File: src/prmpio_pkg.sv
package prmpio_pkg;

  // ==========================================================
  // Widths and counts
  localparam int NPORT = 8;
  localparam int ADDR_W = 12;
  localparam int DATA_W = 8;
  localparam int EXT_N = 9;
  localparam int STORE_N = 192;

  // Per-port implemented bit masks, index = port number
  localparam logic [NPORT-1:0][DATA_W-1:0] PORT_MASK = {8'hFF, 8'hFF, 8'hFF, 8'h0F, 8'hFF, 8'h07, 8'hFF, 8'hFF};

  // ==========================================================
  // Address regions
  localparam logic [ADDR_W-1:0] SPEC_FIRST = 12'h000;
  localparam logic [ADDR_W-1:0] SPEC_LAST = 12'h03F;
  localparam logic [ADDR_W-1:0] DBUF_FIRST = 12'hF80;
  localparam logic [ADDR_W-1:0] DBUF_LAST = 12'hFFF;
  localparam logic [7:0] DBUF_STORE_BASE = 8'h40;

  // ==========================================================
  // Register offsets
  localparam logic [ADDR_W-1:0] PORT_DATA_FIRST = 12'h000;
  localparam logic [ADDR_W-1:0] PORT_DATA_LAST = 12'h007;
  localparam logic [ADDR_W-1:0] PORT0_DIR = 12'h010;
  localparam logic [ADDR_W-1:0] PORT1_DIR = 12'h011;
  localparam logic [ADDR_W-1:0] PORT3_OUT_CTL = 12'h012;
  localparam logic [ADDR_W-1:0] PORT4_OUT_CTL = 12'h013;
  localparam logic [ADDR_W-1:0] PORT6_CTL_ONE = 12'h014;
  localparam logic [ADDR_W-1:0] PORT6_CTL_TWO = 12'h015;
  localparam logic [ADDR_W-1:0] PORT2_PIN_RD = 12'h016;
  localparam logic [ADDR_W-1:0] PORT3_PIN_RD = 12'h017;
  localparam logic [ADDR_W-1:0] TIMER3_CTL = 12'h018;
  localparam logic [ADDR_W-1:0] TIMER4_CTL = 12'h019;
  localparam logic [ADDR_W-1:0] TIMER3_PERIOD = 12'h01C;
  localparam logic [ADDR_W-1:0] TIMER4_PERIOD = 12'h01D;
  localparam logic [ADDR_W-1:0] CONV_RESULT_TWO = 12'h020;
  localparam logic [ADDR_W-1:0] CONV_RESULT_ONE = 12'h021;
  localparam logic [ADDR_W-1:0] PORT4_PIN_RD = 12'h022;
  localparam logic [ADDR_W-1:0] PORT5_PIN_RD = 12'h023;
  localparam logic [ADDR_W-1:0] PORT7_PIN_RD = 12'h024;
  localparam logic [ADDR_W-1:0] ASER_STAT_CTL_ONE = 12'h025;
  localparam logic [ADDR_W-1:0] ASER_CTL_TWO = 12'h026;
  localparam logic [ADDR_W-1:0] WDOG_CTL_ONE = 12'h034;
  localparam logic [ADDR_W-1:0] WDOG_CTL_TWO = 12'h035;
  localparam logic [ADDR_W-1:0] EXT_IRQ_CTL = 12'h037;
  localparam logic [ADDR_W-1:0] SYS_CTL_TWO = 12'h039;
  localparam logic [ADDR_W-1:0] IRQ_EN_LOW = 12'h03A;
  localparam logic [ADDR_W-1:0] IRQ_EN_HIGH = 12'h03B;
  localparam logic [ADDR_W-1:0] IRQ_LATCH_LOW = 12'h03C;
  localparam logic [ADDR_W-1:0] IRQ_LATCH_HIGH = 12'h03D;
  localparam logic [ADDR_W-1:0] STATUS_WORD = 12'h03F;
  localparam logic [ADDR_W-1:0] SSER_CTL_ONE = 12'hFA8;
  localparam logic [ADDR_W-1:0] SSER_STAT_CTL_TWO = 12'hFA9;
  localparam logic [ADDR_W-1:0] STOP_REL_CTL = 12'hFAA;
  localparam logic [ADDR_W-1:0] ASER_BUF = 12'hFAB;
  localparam logic [ADDR_W-1:0] PORT0_SEG = 12'hFAC;
  localparam logic [ADDR_W-1:0] PORT1_SEG = 12'hFAD;
  localparam logic [ADDR_W-1:0] PORT5_SEG = 12'hFAE;
  localparam logic [ADDR_W-1:0] PORT7_SEG = 12'hFAF;
  localparam logic [ADDR_W-1:0] CAP_A_LOW = 12'hFB4;
  localparam logic [ADDR_W-1:0] CAP_A_HIGH = 12'hFB5;
  localparam logic [ADDR_W-1:0] CAP_B_LOW = 12'hFB6;
  localparam logic [ADDR_W-1:0] CAP_B_HIGH = 12'hFB7;
  localparam logic [ADDR_W-1:0] PIN_FUNC_SEL = 12'hFBB;

  // Plain read/write ranges of peripherals kept as storage
  localparam logic [ADDR_W-1:0] GEN_A_FIRST = 12'h008;
  localparam logic [ADDR_W-1:0] GEN_A_LAST = 12'h00F;
  localparam logic [ADDR_W-1:0] GEN_B_FIRST = 12'h01A;
  localparam logic [ADDR_W-1:0] GEN_B_LAST = 12'h01B;
  localparam logic [ADDR_W-1:0] GEN_C_FIRST = 12'h028;
  localparam logic [ADDR_W-1:0] GEN_C_LAST = 12'h02E;
  localparam logic [ADDR_W-1:0] GEN_D = 12'h036;
  localparam logic [ADDR_W-1:0] GEN_E = 12'h038;
  localparam logic [ADDR_W-1:0] SEG_DATA_FIRST = 12'hF80;
  localparam logic [ADDR_W-1:0] SEG_DATA_LAST = 12'hF93;
  localparam logic [ADDR_W-1:0] SSER_BUF_FIRST = 12'hFA0;
  localparam logic [ADDR_W-1:0] SSER_BUF_LAST = 12'hFA7;
  localparam logic [ADDR_W-1:0] TMR7_DATA_FIRST = 12'hFB0;
  localparam logic [ADDR_W-1:0] TMR7_DATA_LAST = 12'hFB3;

  // ==========================================================
  // Reset value and external read source slots
  localparam logic [DATA_W-1:0] REG_RESET = 8'h00;
  localparam logic [3:0] EXT_CONV_TWO = 4'h0;
  localparam logic [3:0] EXT_CONV_ONE = 4'h1;
  localparam logic [3:0] EXT_ASER_STAT = 4'h2;
  localparam logic [3:0] EXT_SSER_STAT = 4'h3;
  localparam logic [3:0] EXT_ASER_RX = 4'h4;
  localparam logic [3:0] EXT_CAP_A_LOW = 4'h5;
  localparam logic [3:0] EXT_CAP_A_HIGH = 4'h6;
  localparam logic [3:0] EXT_CAP_B_LOW = 4'h7;
  localparam logic [3:0] EXT_CAP_B_HIGH = 4'h8;

  // ==========================================================
  // Types
  typedef enum logic [3:0] {
    ST_IDLE = 4'b0001,
    ST_SUB1 = 4'b0010,
    ST_SUB2 = 4'b0100,
    ST_SUB3 = 4'b1000
  } prmpio_state_t;

  typedef enum logic [3:0] {
    ACC_RES = 4'h0,
    ACC_RW = 4'h1,
    ACC_WO = 4'h2,
    ACC_RO = 4'h3,
    ACC_MIX = 4'h4,
    ACC_PORT = 4'h5,
    ACC_DIR = 4'h6,
    ACC_SEG = 4'h7,
    ACC_PIN = 4'h8
  } prmpio_acc_t;

  typedef struct packed {
    prmpio_acc_t cls;
    logic [3:0] sel;
  } prmpio_dec_t;

  typedef struct packed {
    logic rd;
    logic wr;
    logic [ADDR_W-1:0] addr;
    logic [DATA_W-1:0] wdata;
  } prmpio_req_t;

  typedef struct packed {
    logic valid;
    logic [ADDR_W-1:0] addr;
    logic [DATA_W-1:0] data;
  } prmpio_wev_t;

  typedef logic [EXT_N-1:0][DATA_W-1:0] prmpio_ext_t;
  typedef logic [NPORT-1:0][DATA_W-1:0] prmpio_pins_t;

endpackage

File: src/prmpio_top.sv
`timescale 1ns/1ps
`default_nettype none

// What this block does
// RULE1 - Peripherals reached only by loads and stores
// RULE2 - Decode 0000H to 003FH as special-function region
// RULE3 - Decode 0F80H to 0FFFH as data-buffer region
// RULE4 - Software never touches reserved addresses
// RULE5 - Missing direction means no access that way
// RULE6 - No read-modify-write on write-only or latches
// RULE7 - Eight ports; third three bits, fifth four
// RULE8 - Output bits driven from held write latch
// RULE9 - Port inputs unlatched; read returns live pins
// RULE10 - Pins sampled in first bus substate
// RULE11 - Latch and pins update in second substate
// RULE12 - Software filters bouncing inputs itself
// RULE13 - Every register eight bits, one byte cycle
// RULE14 - Output-configured bit reads back latch contents
module prmpio_top (
  // Clock and reset
  input wire logic mclk_i,
  input wire logic rst_n_i,
  // Processor bus
  input wire prmpio_pkg::prmpio_req_t bus_req_i,
  output logic bus_busy_o,
  output logic bus_ack_o,
  output logic [prmpio_pkg::DATA_W-1:0] bus_rdata_o,
  // Port pins
  input wire prmpio_pkg::prmpio_pins_t pin_in_i,
  output prmpio_pkg::prmpio_pins_t pin_out_o,
  output prmpio_pkg::prmpio_pins_t pin_oe_o,
  // Peripheral side
  input wire prmpio_pkg::prmpio_ext_t periph_rd_i,
  output prmpio_pkg::prmpio_wev_t periph_wr_o
);

  // ==========================================================
  // Decode helpers

  // Classify one address into access kind and selector
  function automatic prmpio_pkg::prmpio_dec_t decode(input logic [prmpio_pkg::ADDR_W-1:0] a);
    prmpio_pkg::prmpio_dec_t d;
    d.cls = prmpio_pkg::ACC_RES;
    d.sel = 4'h0;
    // Reserved or outside both regions by default
    if (a >= prmpio_pkg::PORT_DATA_FIRST && a <= prmpio_pkg::PORT_DATA_LAST)
    begin
      d.cls = prmpio_pkg::ACC_PORT;
      d.sel = a[3:0];
    end
    else if ((a >= prmpio_pkg::GEN_A_FIRST && a <= prmpio_pkg::GEN_A_LAST) ||
             (a >= prmpio_pkg::GEN_B_FIRST && a <= prmpio_pkg::GEN_B_LAST) ||
             (a >= prmpio_pkg::GEN_C_FIRST && a <= prmpio_pkg::GEN_C_LAST) ||
             (a >= prmpio_pkg::SEG_DATA_FIRST && a <= prmpio_pkg::SEG_DATA_LAST) ||
             (a >= prmpio_pkg::SSER_BUF_FIRST && a <= prmpio_pkg::SSER_BUF_LAST) ||
             (a >= prmpio_pkg::TMR7_DATA_FIRST && a <= prmpio_pkg::TMR7_DATA_LAST))
    begin
      d.cls = prmpio_pkg::ACC_RW;
    end
    else
    begin
      case (a)
        // Direction style controls, selector is the port
        prmpio_pkg::PORT0_DIR: begin d.cls = prmpio_pkg::ACC_DIR; d.sel = 4'h0; end
        prmpio_pkg::PORT1_DIR: begin d.cls = prmpio_pkg::ACC_DIR; d.sel = 4'h1; end
        prmpio_pkg::PORT3_OUT_CTL: begin d.cls = prmpio_pkg::ACC_DIR; d.sel = 4'h3; end
        prmpio_pkg::PORT4_OUT_CTL: begin d.cls = prmpio_pkg::ACC_DIR; d.sel = 4'h4; end
        prmpio_pkg::PORT6_CTL_ONE: begin d.cls = prmpio_pkg::ACC_DIR; d.sel = 4'h6; end
        // Segment selects
        prmpio_pkg::PORT0_SEG: begin d.cls = prmpio_pkg::ACC_SEG; d.sel = 4'h0; end
        prmpio_pkg::PORT1_SEG: begin d.cls = prmpio_pkg::ACC_SEG; d.sel = 4'h1; end
        prmpio_pkg::PORT5_SEG: begin d.cls = prmpio_pkg::ACC_SEG; d.sel = 4'h5; end
        prmpio_pkg::PORT7_SEG: begin d.cls = prmpio_pkg::ACC_SEG; d.sel = 4'h7; end
        // Raw pin reads
        prmpio_pkg::PORT2_PIN_RD: begin d.cls = prmpio_pkg::ACC_PIN; d.sel = 4'h2; end
        prmpio_pkg::PORT3_PIN_RD: begin d.cls = prmpio_pkg::ACC_PIN; d.sel = 4'h3; end
        prmpio_pkg::PORT4_PIN_RD: begin d.cls = prmpio_pkg::ACC_PIN; d.sel = 4'h4; end
        prmpio_pkg::PORT5_PIN_RD: begin d.cls = prmpio_pkg::ACC_PIN; d.sel = 4'h5; end
        prmpio_pkg::PORT7_PIN_RD: begin d.cls = prmpio_pkg::ACC_PIN; d.sel = 4'h7; end
        // Read-only peripheral values
        prmpio_pkg::CONV_RESULT_TWO: begin d.cls = prmpio_pkg::ACC_RO; d.sel = prmpio_pkg::EXT_CONV_TWO; end
        prmpio_pkg::CONV_RESULT_ONE: begin d.cls = prmpio_pkg::ACC_RO; d.sel = prmpio_pkg::EXT_CONV_ONE; end
        prmpio_pkg::CAP_A_LOW: begin d.cls = prmpio_pkg::ACC_RO; d.sel = prmpio_pkg::EXT_CAP_A_LOW; end
        prmpio_pkg::CAP_A_HIGH: begin d.cls = prmpio_pkg::ACC_RO; d.sel = prmpio_pkg::EXT_CAP_A_HIGH; end
        prmpio_pkg::CAP_B_LOW: begin d.cls = prmpio_pkg::ACC_RO; d.sel = prmpio_pkg::EXT_CAP_B_LOW; end
        prmpio_pkg::CAP_B_HIGH: begin d.cls = prmpio_pkg::ACC_RO; d.sel = prmpio_pkg::EXT_CAP_B_HIGH; end
        // Read one register, write another
        prmpio_pkg::ASER_STAT_CTL_ONE: begin d.cls = prmpio_pkg::ACC_MIX; d.sel = prmpio_pkg::EXT_ASER_STAT; end
        prmpio_pkg::SSER_STAT_CTL_TWO: begin d.cls = prmpio_pkg::ACC_MIX; d.sel = prmpio_pkg::EXT_SSER_STAT; end
        prmpio_pkg::ASER_BUF: begin d.cls = prmpio_pkg::ACC_MIX; d.sel = prmpio_pkg::EXT_ASER_RX; end
        // Write-only controls
        prmpio_pkg::ASER_CTL_TWO,
        prmpio_pkg::WDOG_CTL_ONE,
        prmpio_pkg::WDOG_CTL_TWO,
        prmpio_pkg::SSER_CTL_ONE,
        prmpio_pkg::STOP_REL_CTL: d.cls = prmpio_pkg::ACC_WO;
        // Plain read/write controls
        prmpio_pkg::PORT6_CTL_TWO,
        prmpio_pkg::TIMER3_CTL,
        prmpio_pkg::TIMER4_CTL,
        prmpio_pkg::TIMER3_PERIOD,
        prmpio_pkg::TIMER4_PERIOD,
        prmpio_pkg::GEN_D,
        prmpio_pkg::EXT_IRQ_CTL,
        prmpio_pkg::GEN_E,
        prmpio_pkg::SYS_CTL_TWO,
        prmpio_pkg::IRQ_EN_LOW,
        prmpio_pkg::IRQ_EN_HIGH,
        prmpio_pkg::IRQ_LATCH_LOW,
        prmpio_pkg::IRQ_LATCH_HIGH,
        prmpio_pkg::STATUS_WORD,
        prmpio_pkg::PIN_FUNC_SEL: d.cls = prmpio_pkg::ACC_RW;
        default: d.cls = prmpio_pkg::ACC_RES;
      endcase
    end
    return d;
  endfunction

  // Storage slot: special-function region low 64, data-buffer region above
  function automatic logic [7:0] store_idx(input logic [prmpio_pkg::ADDR_W-1:0] a);
    logic [7:0] idx;
    idx = 8'h00;
    if (a <= prmpio_pkg::SPEC_LAST) // RULE2
    begin
      idx = {2'b00, a[5:0]};
    end
    else if (a >= prmpio_pkg::DBUF_FIRST) // RULE3
    begin
      idx = 8'(prmpio_pkg::DBUF_STORE_BASE + {1'b0, a[6:0]});
    end
    return idx;
  endfunction

  // ==========================================================
  // State and storage
  prmpio_pkg::prmpio_state_t state_ff; // Bus substate sequencer
  prmpio_pkg::prmpio_state_t nxt_state;
  prmpio_pkg::prmpio_req_t req_ff; // Held request of current cycle
  prmpio_pkg::prmpio_dec_t cur_dec; // Decode of held address
  logic [7:0] cur_idx; // Storage slot of held address
  logic [prmpio_pkg::DATA_W-1:0] mem_ff [prmpio_pkg::STORE_N]; // Plain registers
  prmpio_pkg::prmpio_pins_t latch_ff; // Output latches
  prmpio_pkg::prmpio_pins_t dir_ff; // Direction bits
  prmpio_pkg::prmpio_pins_t seg_ff; // Segment select bits
  prmpio_pkg::prmpio_pins_t oe_ff; // Pin drive enables
  prmpio_pkg::prmpio_pins_t nxt_latch;
  prmpio_pkg::prmpio_pins_t nxt_dir;
  prmpio_pkg::prmpio_pins_t nxt_seg;
  prmpio_pkg::prmpio_pins_t port_rd; // Per-port data read value
  logic [prmpio_pkg::DATA_W-1:0] nxt_rdata;
  logic [prmpio_pkg::DATA_W-1:0] rdata_ff; // Read answer
  logic ack_ff; // Answer strobe
  logic busy_ff; // Cycle in progress
  prmpio_pkg::prmpio_wev_t wev_ff; // Write notice to peripherals
  logic commit; // Write step of a write cycle
  logic writable; // Held address accepts writes

  assign cur_dec = decode(req_ff.addr);
  assign cur_idx = store_idx(req_ff.addr);
  assign commit = (state_ff == prmpio_pkg::ST_SUB2) && req_ff.wr; // RULE11
  // Read-only, pin-read and reserved addresses take no write
  assign writable = (cur_dec.cls != prmpio_pkg::ACC_RO) &&
                    (cur_dec.cls != prmpio_pkg::ACC_PIN) &&
                    (cur_dec.cls != prmpio_pkg::ACC_RES); // RULE5

  // ==========================================================
  // Bus substate sequencer

  // Idle, first, second, third substate, then idle
  always_comb
  begin
    case (state_ff)
      prmpio_pkg::ST_IDLE: nxt_state = (bus_req_i.rd || bus_req_i.wr) ? prmpio_pkg::ST_SUB1 : prmpio_pkg::ST_IDLE;
      prmpio_pkg::ST_SUB1: nxt_state = prmpio_pkg::ST_SUB2;
      prmpio_pkg::ST_SUB2: nxt_state = prmpio_pkg::ST_SUB3;
      prmpio_pkg::ST_SUB3: nxt_state = prmpio_pkg::ST_IDLE;
      default: nxt_state = prmpio_pkg::ST_IDLE;
    endcase
  end

  // Substate register
  always_ff @(posedge mclk_i)
  begin
    if (!rst_n_i)
      state_ff <= prmpio_pkg::ST_IDLE;
    else
      state_ff <= nxt_state;
  end

  // Capture one byte request while idle
  always_ff @(posedge mclk_i)
  begin
    if (!rst_n_i)
      req_ff <= '0;
    else if (state_ff == prmpio_pkg::ST_IDLE && (bus_req_i.rd || bus_req_i.wr)) // RULE1 RULE13
    begin
      req_ff <= bus_req_i;
      // A request with both strobes is a read
      if (bus_req_i.rd)
        req_ff.wr <= 1'b0;
    end
  end

  // Busy and answer strobe
  always_ff @(posedge mclk_i)
  begin
    if (!rst_n_i)
    begin
      busy_ff <= 1'b0;
      ack_ff <= 1'b0;
    end
    else
    begin
      busy_ff <= (nxt_state != prmpio_pkg::ST_IDLE);
      ack_ff <= (state_ff == prmpio_pkg::ST_SUB2);
    end
  end

  // ==========================================================
  // Port read paths
  generate
    for (genvar p = 0; p < prmpio_pkg::NPORT; p++)
    begin : g_port_rd
      // Output bits read latch, input bits read live pins, segment inputs read zero
      assign port_rd[p] = ((latch_ff[p] & dir_ff[p]) |
                          (pin_in_i[p] & ~dir_ff[p] & ~seg_ff[p])) & prmpio_pkg::PORT_MASK[p]; // RULE9 RULE14
    end
  endgenerate

  // Read data select by access kind
  always_comb
  begin
    nxt_rdata = prmpio_pkg::REG_RESET;
    case (cur_dec.cls)
      prmpio_pkg::ACC_PORT: nxt_rdata = port_rd[cur_dec.sel[2:0]];
      prmpio_pkg::ACC_PIN: nxt_rdata = pin_in_i[cur_dec.sel[2:0]] & prmpio_pkg::PORT_MASK[cur_dec.sel[2:0]]; // RULE9
      prmpio_pkg::ACC_DIR: nxt_rdata = dir_ff[cur_dec.sel[2:0]];
      prmpio_pkg::ACC_SEG: nxt_rdata = seg_ff[cur_dec.sel[2:0]];
      prmpio_pkg::ACC_RO,
      prmpio_pkg::ACC_MIX: nxt_rdata = periph_rd_i[cur_dec.sel];
      prmpio_pkg::ACC_RW: nxt_rdata = mem_ff[cur_idx];
      prmpio_pkg::ACC_WO: nxt_rdata = prmpio_pkg::REG_RESET; // RULE5
      default: nxt_rdata = prmpio_pkg::REG_RESET;
    endcase
  end

  // Sample read data in the first substate
  always_ff @(posedge mclk_i)
  begin
    if (!rst_n_i)
      rdata_ff <= prmpio_pkg::REG_RESET;
    else if (state_ff == prmpio_pkg::ST_SUB1 && req_ff.rd) // RULE10
      rdata_ff <= nxt_rdata;
  end

  // ==========================================================
  // Port write paths

  // Next latch, direction and segment values
  always_comb
  begin
    nxt_latch = latch_ff;
    nxt_dir = dir_ff;
    nxt_seg = seg_ff;
    if (commit)
    begin
      case (cur_dec.cls)
        prmpio_pkg::ACC_PORT: nxt_latch[cur_dec.sel[2:0]] = req_ff.wdata & prmpio_pkg::PORT_MASK[cur_dec.sel[2:0]]; // RULE8 RULE7
        prmpio_pkg::ACC_DIR: nxt_dir[cur_dec.sel[2:0]] = req_ff.wdata & prmpio_pkg::PORT_MASK[cur_dec.sel[2:0]];
        prmpio_pkg::ACC_SEG: nxt_seg[cur_dec.sel[2:0]] = req_ff.wdata;
        default: nxt_latch = latch_ff;
      endcase
    end
    // Ports without a direction register are always latch-read
    nxt_dir[2] = prmpio_pkg::PORT_MASK[2];
    nxt_dir[5] = prmpio_pkg::PORT_MASK[5];
    nxt_dir[7] = prmpio_pkg::PORT_MASK[7];
  end

  // Latch, direction, segment and drive enable registers
  always_ff @(posedge mclk_i)
  begin
    if (!rst_n_i)
    begin
      latch_ff <= '0;
      dir_ff <= '0;
      seg_ff <= '0;
      oe_ff <= '0;
    end
    else
    begin
      latch_ff <= nxt_latch; // RULE11
      dir_ff <= nxt_dir;
      seg_ff <= nxt_seg;
      for (int p = 0; p < prmpio_pkg::NPORT; p++)
      begin
        // Direction ports drive outputs; the rest pull low only on zero
        if (p == 2 || p == 5 || p == 7)
          oe_ff[p] <= ~nxt_latch[p] & ~nxt_seg[p] & prmpio_pkg::PORT_MASK[p];
        else
          oe_ff[p] <= nxt_dir[p] & ~nxt_seg[p]; // RULE8
      end
    end
  end

  // ==========================================================
  // Plain register storage

  // Plain, write-only and write half of paired registers
  always_ff @(posedge mclk_i)
  begin
    if (!rst_n_i)
    begin
      for (int i = 0; i < prmpio_pkg::STORE_N; i++)
        mem_ff[i] <= prmpio_pkg::REG_RESET;
    end
    else if (commit && (cur_dec.cls == prmpio_pkg::ACC_RW ||
                        cur_dec.cls == prmpio_pkg::ACC_WO ||
                        cur_dec.cls == prmpio_pkg::ACC_MIX)) // RULE5
    begin
      mem_ff[cur_idx] <= req_ff.wdata;
    end
  end

  // Write notice, one cycle, after each accepted write
  always_ff @(posedge mclk_i)
  begin
    if (!rst_n_i)
      wev_ff <= '0;
    else
    begin
      wev_ff.valid <= commit && writable;
      wev_ff.addr <= req_ff.addr;
      wev_ff.data <= req_ff.wdata;
    end
  end

  // ==========================================================
  // Outputs
  assign bus_busy_o = busy_ff;
  assign bus_ack_o = ack_ff;
  assign bus_rdata_o = rdata_ff;
  assign pin_out_o = latch_ff;
  assign pin_oe_o = oe_ff;
  assign periph_wr_o = wev_ff;

endmodule

`default_nettype wire

File: config.mk
export PLATFORM = sky130hd
export DESIGN_NAME = prmpio_top
export DESIGN_NICKNAME = d
export VERILOG_FILES = /design/src/prmpio_pkg.sv /design/src/prmpio_top.sv
export SDC_FILE = /design/constraint.sdc
export NUM_CORES = 2
export LEC_CHECK = 0
export BUFFER_PORTS_ARGS = -buffer_cell sky130_fd_sc_hd__buf_2
export CAP_MARGIN = 5
export CORE_MARGIN = 1
export CORE_UTILIZATION = 58
export CTS_CLUSTER_DIAMETER = 30
export DETAILED_ROUTE_END_ITERATION = 12
export HOLD_SLACK_MARGIN = 0.06
export PLACE_DENSITY = 0.77
export SKIP_LAST_GASP = 1
export SLEW_MARGIN = 20
export SYNTH_ARGS = -nofsm -noshare
export SYNTH_HDL_FRONTEND = slang
export SYNTH_SLANG_ARGS = --single-unit
File: constraint.sdc
create_clock -name mclk_i -period 4.5 [get_ports mclk_i]
set_input_delay 0.675 -clock mclk_i [delete_from_list [all_inputs] [get_ports mclk_i]]
set_output_delay 0.675 -clock mclk_i [all_outputs]
set_load 0.02 [all_outputs]
==> impl_metrics.json <==
{
  "start_util_pct": 58.8,
  "vdd_ir_drop_max_v": 0.000426,
  "gr-total-overflow": 0,
  "cts_setup_buffers": 0,
  "post-route-min-period_ns": 4.50,
  "report.final.slew_viol_count": 0,
  "cp_common_cell": "or4_1",
  "n_fill_cell": 6384,
  "avgSynthCellArea_um2": 12.2,
  "clock_sinks": 1292,
  "final_core_util_pct": 73.3,
  "synth_warnings": 0,
  "worst_setup_path_end_kind": "register",
  "synth_flop_cell": "edfxtp_1",
  "grt_max_degree": 124,
  "clk_latency_ns": 0.84,
  "worst-setup-path-type": "register to register",
  "vias_per_cell": 6.42,
  "cts_buffer_depth": 3,
  "fmax_mhz": 222,
  "coreArea_um2": 97300,
  "hold_start": "bus_req_i[3]",
  "netlist_instances": 4681,
  "die_area_um2": 100000,
  "outcome": "finished with violations",
  "ys_top_cells_by_area": "edfxtp_1 53%, dfxtp_1 9.8%, and2_1 7.1%, mux4_2 3.2%, mux2i_1 2.4%",
  "antenna_found_initial": 12,
  "worstSetupStartpointType": "register",
  "comb_power_share_pct": 13.9,
  "ios": 319,
  "design_area_um2": 71300,
  "path_cells": "or4_1 > o22ai_4 > buf_12 > a21oi_1 > o41ai_1 > nand4_1 > a211o_1 > or4_1 > o2111ai_1 > o311a_1",
  "skew_ns": 0.0450,
  "tightestPinTransition_ns": 1.19,
  "area_growth_pct": 24.6,
  "die_h_um": 316,
  "setup_slack_ns": -0.00438,
  "antenna_left": 0,
  "drc": 0,
  "switchingPower_mw": 10.6,
  "finalSetupTns_ns": -0.00438,
  "worst_hold_slack_ns": 0.0879,
  "power_density_nw_per_um2": 524,
  "grtUsageTotal_pct": 42.2,
  "grt_pass1_vias": 43800,
  "drv_cap": 0,
  "syn_area_um2": 57200,
  "cp_max_fo": 23,
  "ys_seq_area_share_pct": 62.9,
  "grt_pass1_wl_mm": 299,
  "hp-class": "input port to register",
  "yosys.area.top_type_share_pct": 53.1,
  "drt_wl_total_mm": 213,
  "p_leak_nw": 27.6,
  "clkPwrFrac_pct": 48.6,
  "hold_viol": 0,
  "p_int_mw": 26.7,
  "violations": "negative setup slack",
  "required_ns": 5.27,
  "timing.rr.start": "req_ff[16]$_SDFFE_PN0P_",
  "worstPathArrival_ns": 5.27,
  "vias": 45500,
  "cts.clk_slew.worst_paths_ns": 0.05,
  "synth_common_cells": "1012 x edfxtp_1, 646 x and2_1, 334 x nor2_1",
  "cts_root_buf": "clkbuf_16",
  "ys_ff_latch": 1292,
  "drt-pass1-iter-count": 7,
  "dp_hpwl_mm": 144,
  "wl_per_cell_um": 30.1,
  "synth.distinct_cells": 108,
  "endpoint": "bus_rdata_o[2]$_SDFFE_PN0P_",
  "nets": 5761,
  "yosysTopAreaCell": "edfxtp_1",
  "place_area_um2": 63000,
  "r2r_slack_ns": -0.004,
  "drive_above_1_share_pct": 20.9,
  "cts-buffers-inserted": 234,
  "cts_tree": "built",
  "io_buffers": 304,
  "cpPeakStageDelay_ns": 0.68,
  "period_share_pct": 100,
  "switching_share_pct": 28.5,
  "power_frac_seq_pct": 37.5,
  "relSlewSlack_pct": 20.9,
  "yosysMostFrequentCell": "edfxtp_1",
  "r2r_cells": 10,
  "synthArstFlopShare_pct": 0,
  "r2r-end": "bus_rdata_o[2]$_SDFFE_PN0P_",
  "fp.dieW_um": 316,
  "setup_viol": 1,
  "critPathSlowestCell": "o41ai_1",
  "rows": 114,
  "preCtsSetupSlack_ns": 0.381,
  "drt_iter0_drc": 7288,
  "place_congestion": 1.06,
  "synth_edf_count": 1012,
  "rsz0062_at_grt": "false",
  "htree_levels": 4,
  "startpoint": "req_ff[16]$_SDFFE_PN0P_"
}
timing repair:
action | 4_1_cts | 5_1_grt
setup endpoints to repair | 0 | 8
hold buffers | 8 | 0
hold endpoints to repair | 8 | 0
resized for setup | 0 | 1
routing by layer:
metal  part of all wire [%]  GRT usage (%)  vias up  wire length [µm]
met4                    6.1           22.9       24             13100
li1                       -              -    19000                 -
met1                     36           56.4    22200             77100
met3                     15           14.2      825             31100
met5                   0.15           1.23        -               315
met2                     43           60.9     3512             91900
cells in the final DEF, fill, tap and decap left out, types with 29 or more instances in the layout:
master / instances
inv_1: 74
mux4_2: 82
mux2_2: 42
a22oi_1: 48
nor3_1: 129
o21ai_0: 157
nor2b_1: 34
clkinvlp_4: 37
mux2i_1: 136
and2_1: 646
buf_4: 286
buf_2: 303
inv_6: 31
nand4_1: 36
o22ai_1: 112
bufinv_16: 30
nand3_1: 96
nand2_1: 267
clkbuf_16: 239
and3_1: 29
conb_1: 441
edfxtp_1: 1012
nor2_1: 328
o22a_1: 30
a211oi_1: 32
dfxtp_1: 268
nand2b_1: 41
a21oi_1: 263
a221oi_1: 42
clkinv_4: 33
metrics by stage:
step / instances / power (mW)
2_1_floorplan: 5121 / 16.7
3_3_place_gp: 6633 / 19.0
3_5_place_dp: 6633 / 19.1
4_1_cts: 7085 / 37.1
5_1_grt: 7088 / 38.0
6_report: 7096 / 37.4
worst min-delay path by stage:
| stage | end | slack [ns] | cells after the start |
|---|---|---|---|
| final | req_ff[3]$_SDFFE_PN0P_ | 0.09 | 2 |
| after global routing | req_ff[3]$_SDFFE_PN0P_ | 0.09 | 2 |
| after CTS | req_ff[4]$_SDFFE_PN0P_ | 0.06 | 2 |
| after detailed placement | pin_oe_o[38]$_SDFF_PN0_ | 0.39 | 1 |
| after global placement | pin_oe_o[38]$_SDFF_PN0_ | 0.40 | 1 |
| after floorplan | pin_oe_o[38]$_SDFF_PN0_ | 0.38 | 1 |
power groups by stage:
stage	clock network, mW	registers, mW	logic [mW]
3_3_place_gp	0	14.2	4.86
5_1_grt	18.7	14.0	5.26
2_1_floorplan	0	13.8	2.89
3_5_place_dp	0	14.2	4.89
4_1_cts	18.1	14.0	4.95
6_report	18.1	14.0	5.21
flip-flops by register name, summed over array words and instances, names as in the netlist, named ones only:
signal       flops
bus_busy_o       1
bus_rdata_o      8
dir_ff          41
mem_ff        1012
periph_wr_o     21
pin_oe_o        59
pin_out_o       19
req_ff          22
seg_ff          59
state_ff         4
worst max-delay path, delay by kind of cell, from the launching register on:
family | cells | cell delay, ns
AO/OA/AOI/OAI | 6 | 2.00
AND/OR/NAND/NOR | 3 | 1.86
flip-flops | 1 | 0.36
buffers and inverters | 1 | 0.23
layout make-up:
class	count	area [µm²]	share of cell area [%]
flip-flops and latches	1292	36000	50.5
repair buffers	614	4080	5.71
diodes	11	27.5	0.0386
inverters	75	284	0.398
well taps	1276	1600	2.24
clock inverters	180	2100	2.94
clock buffers	264	6150	8.63
multi-input cells	3384	21100	29.5
cells by family after synthesis:
| family | count (synthesis) | share of synthesized area, % |
|---|---|---|
| buffers and inverters | 445 | 3.35 |
| DFF | 1292 | 62.9 |
| other | 1 | 0.00655 |
| AOI/OAI and AO/OA | 967 | 11.3 |
| xor gates and xnor gates | 3 | 0.0459 |
| muxes | 261 | 6.45 |
| and+or+nand+nor | 1712 | 15.9 |
Power figures use the tool's default switching activity.
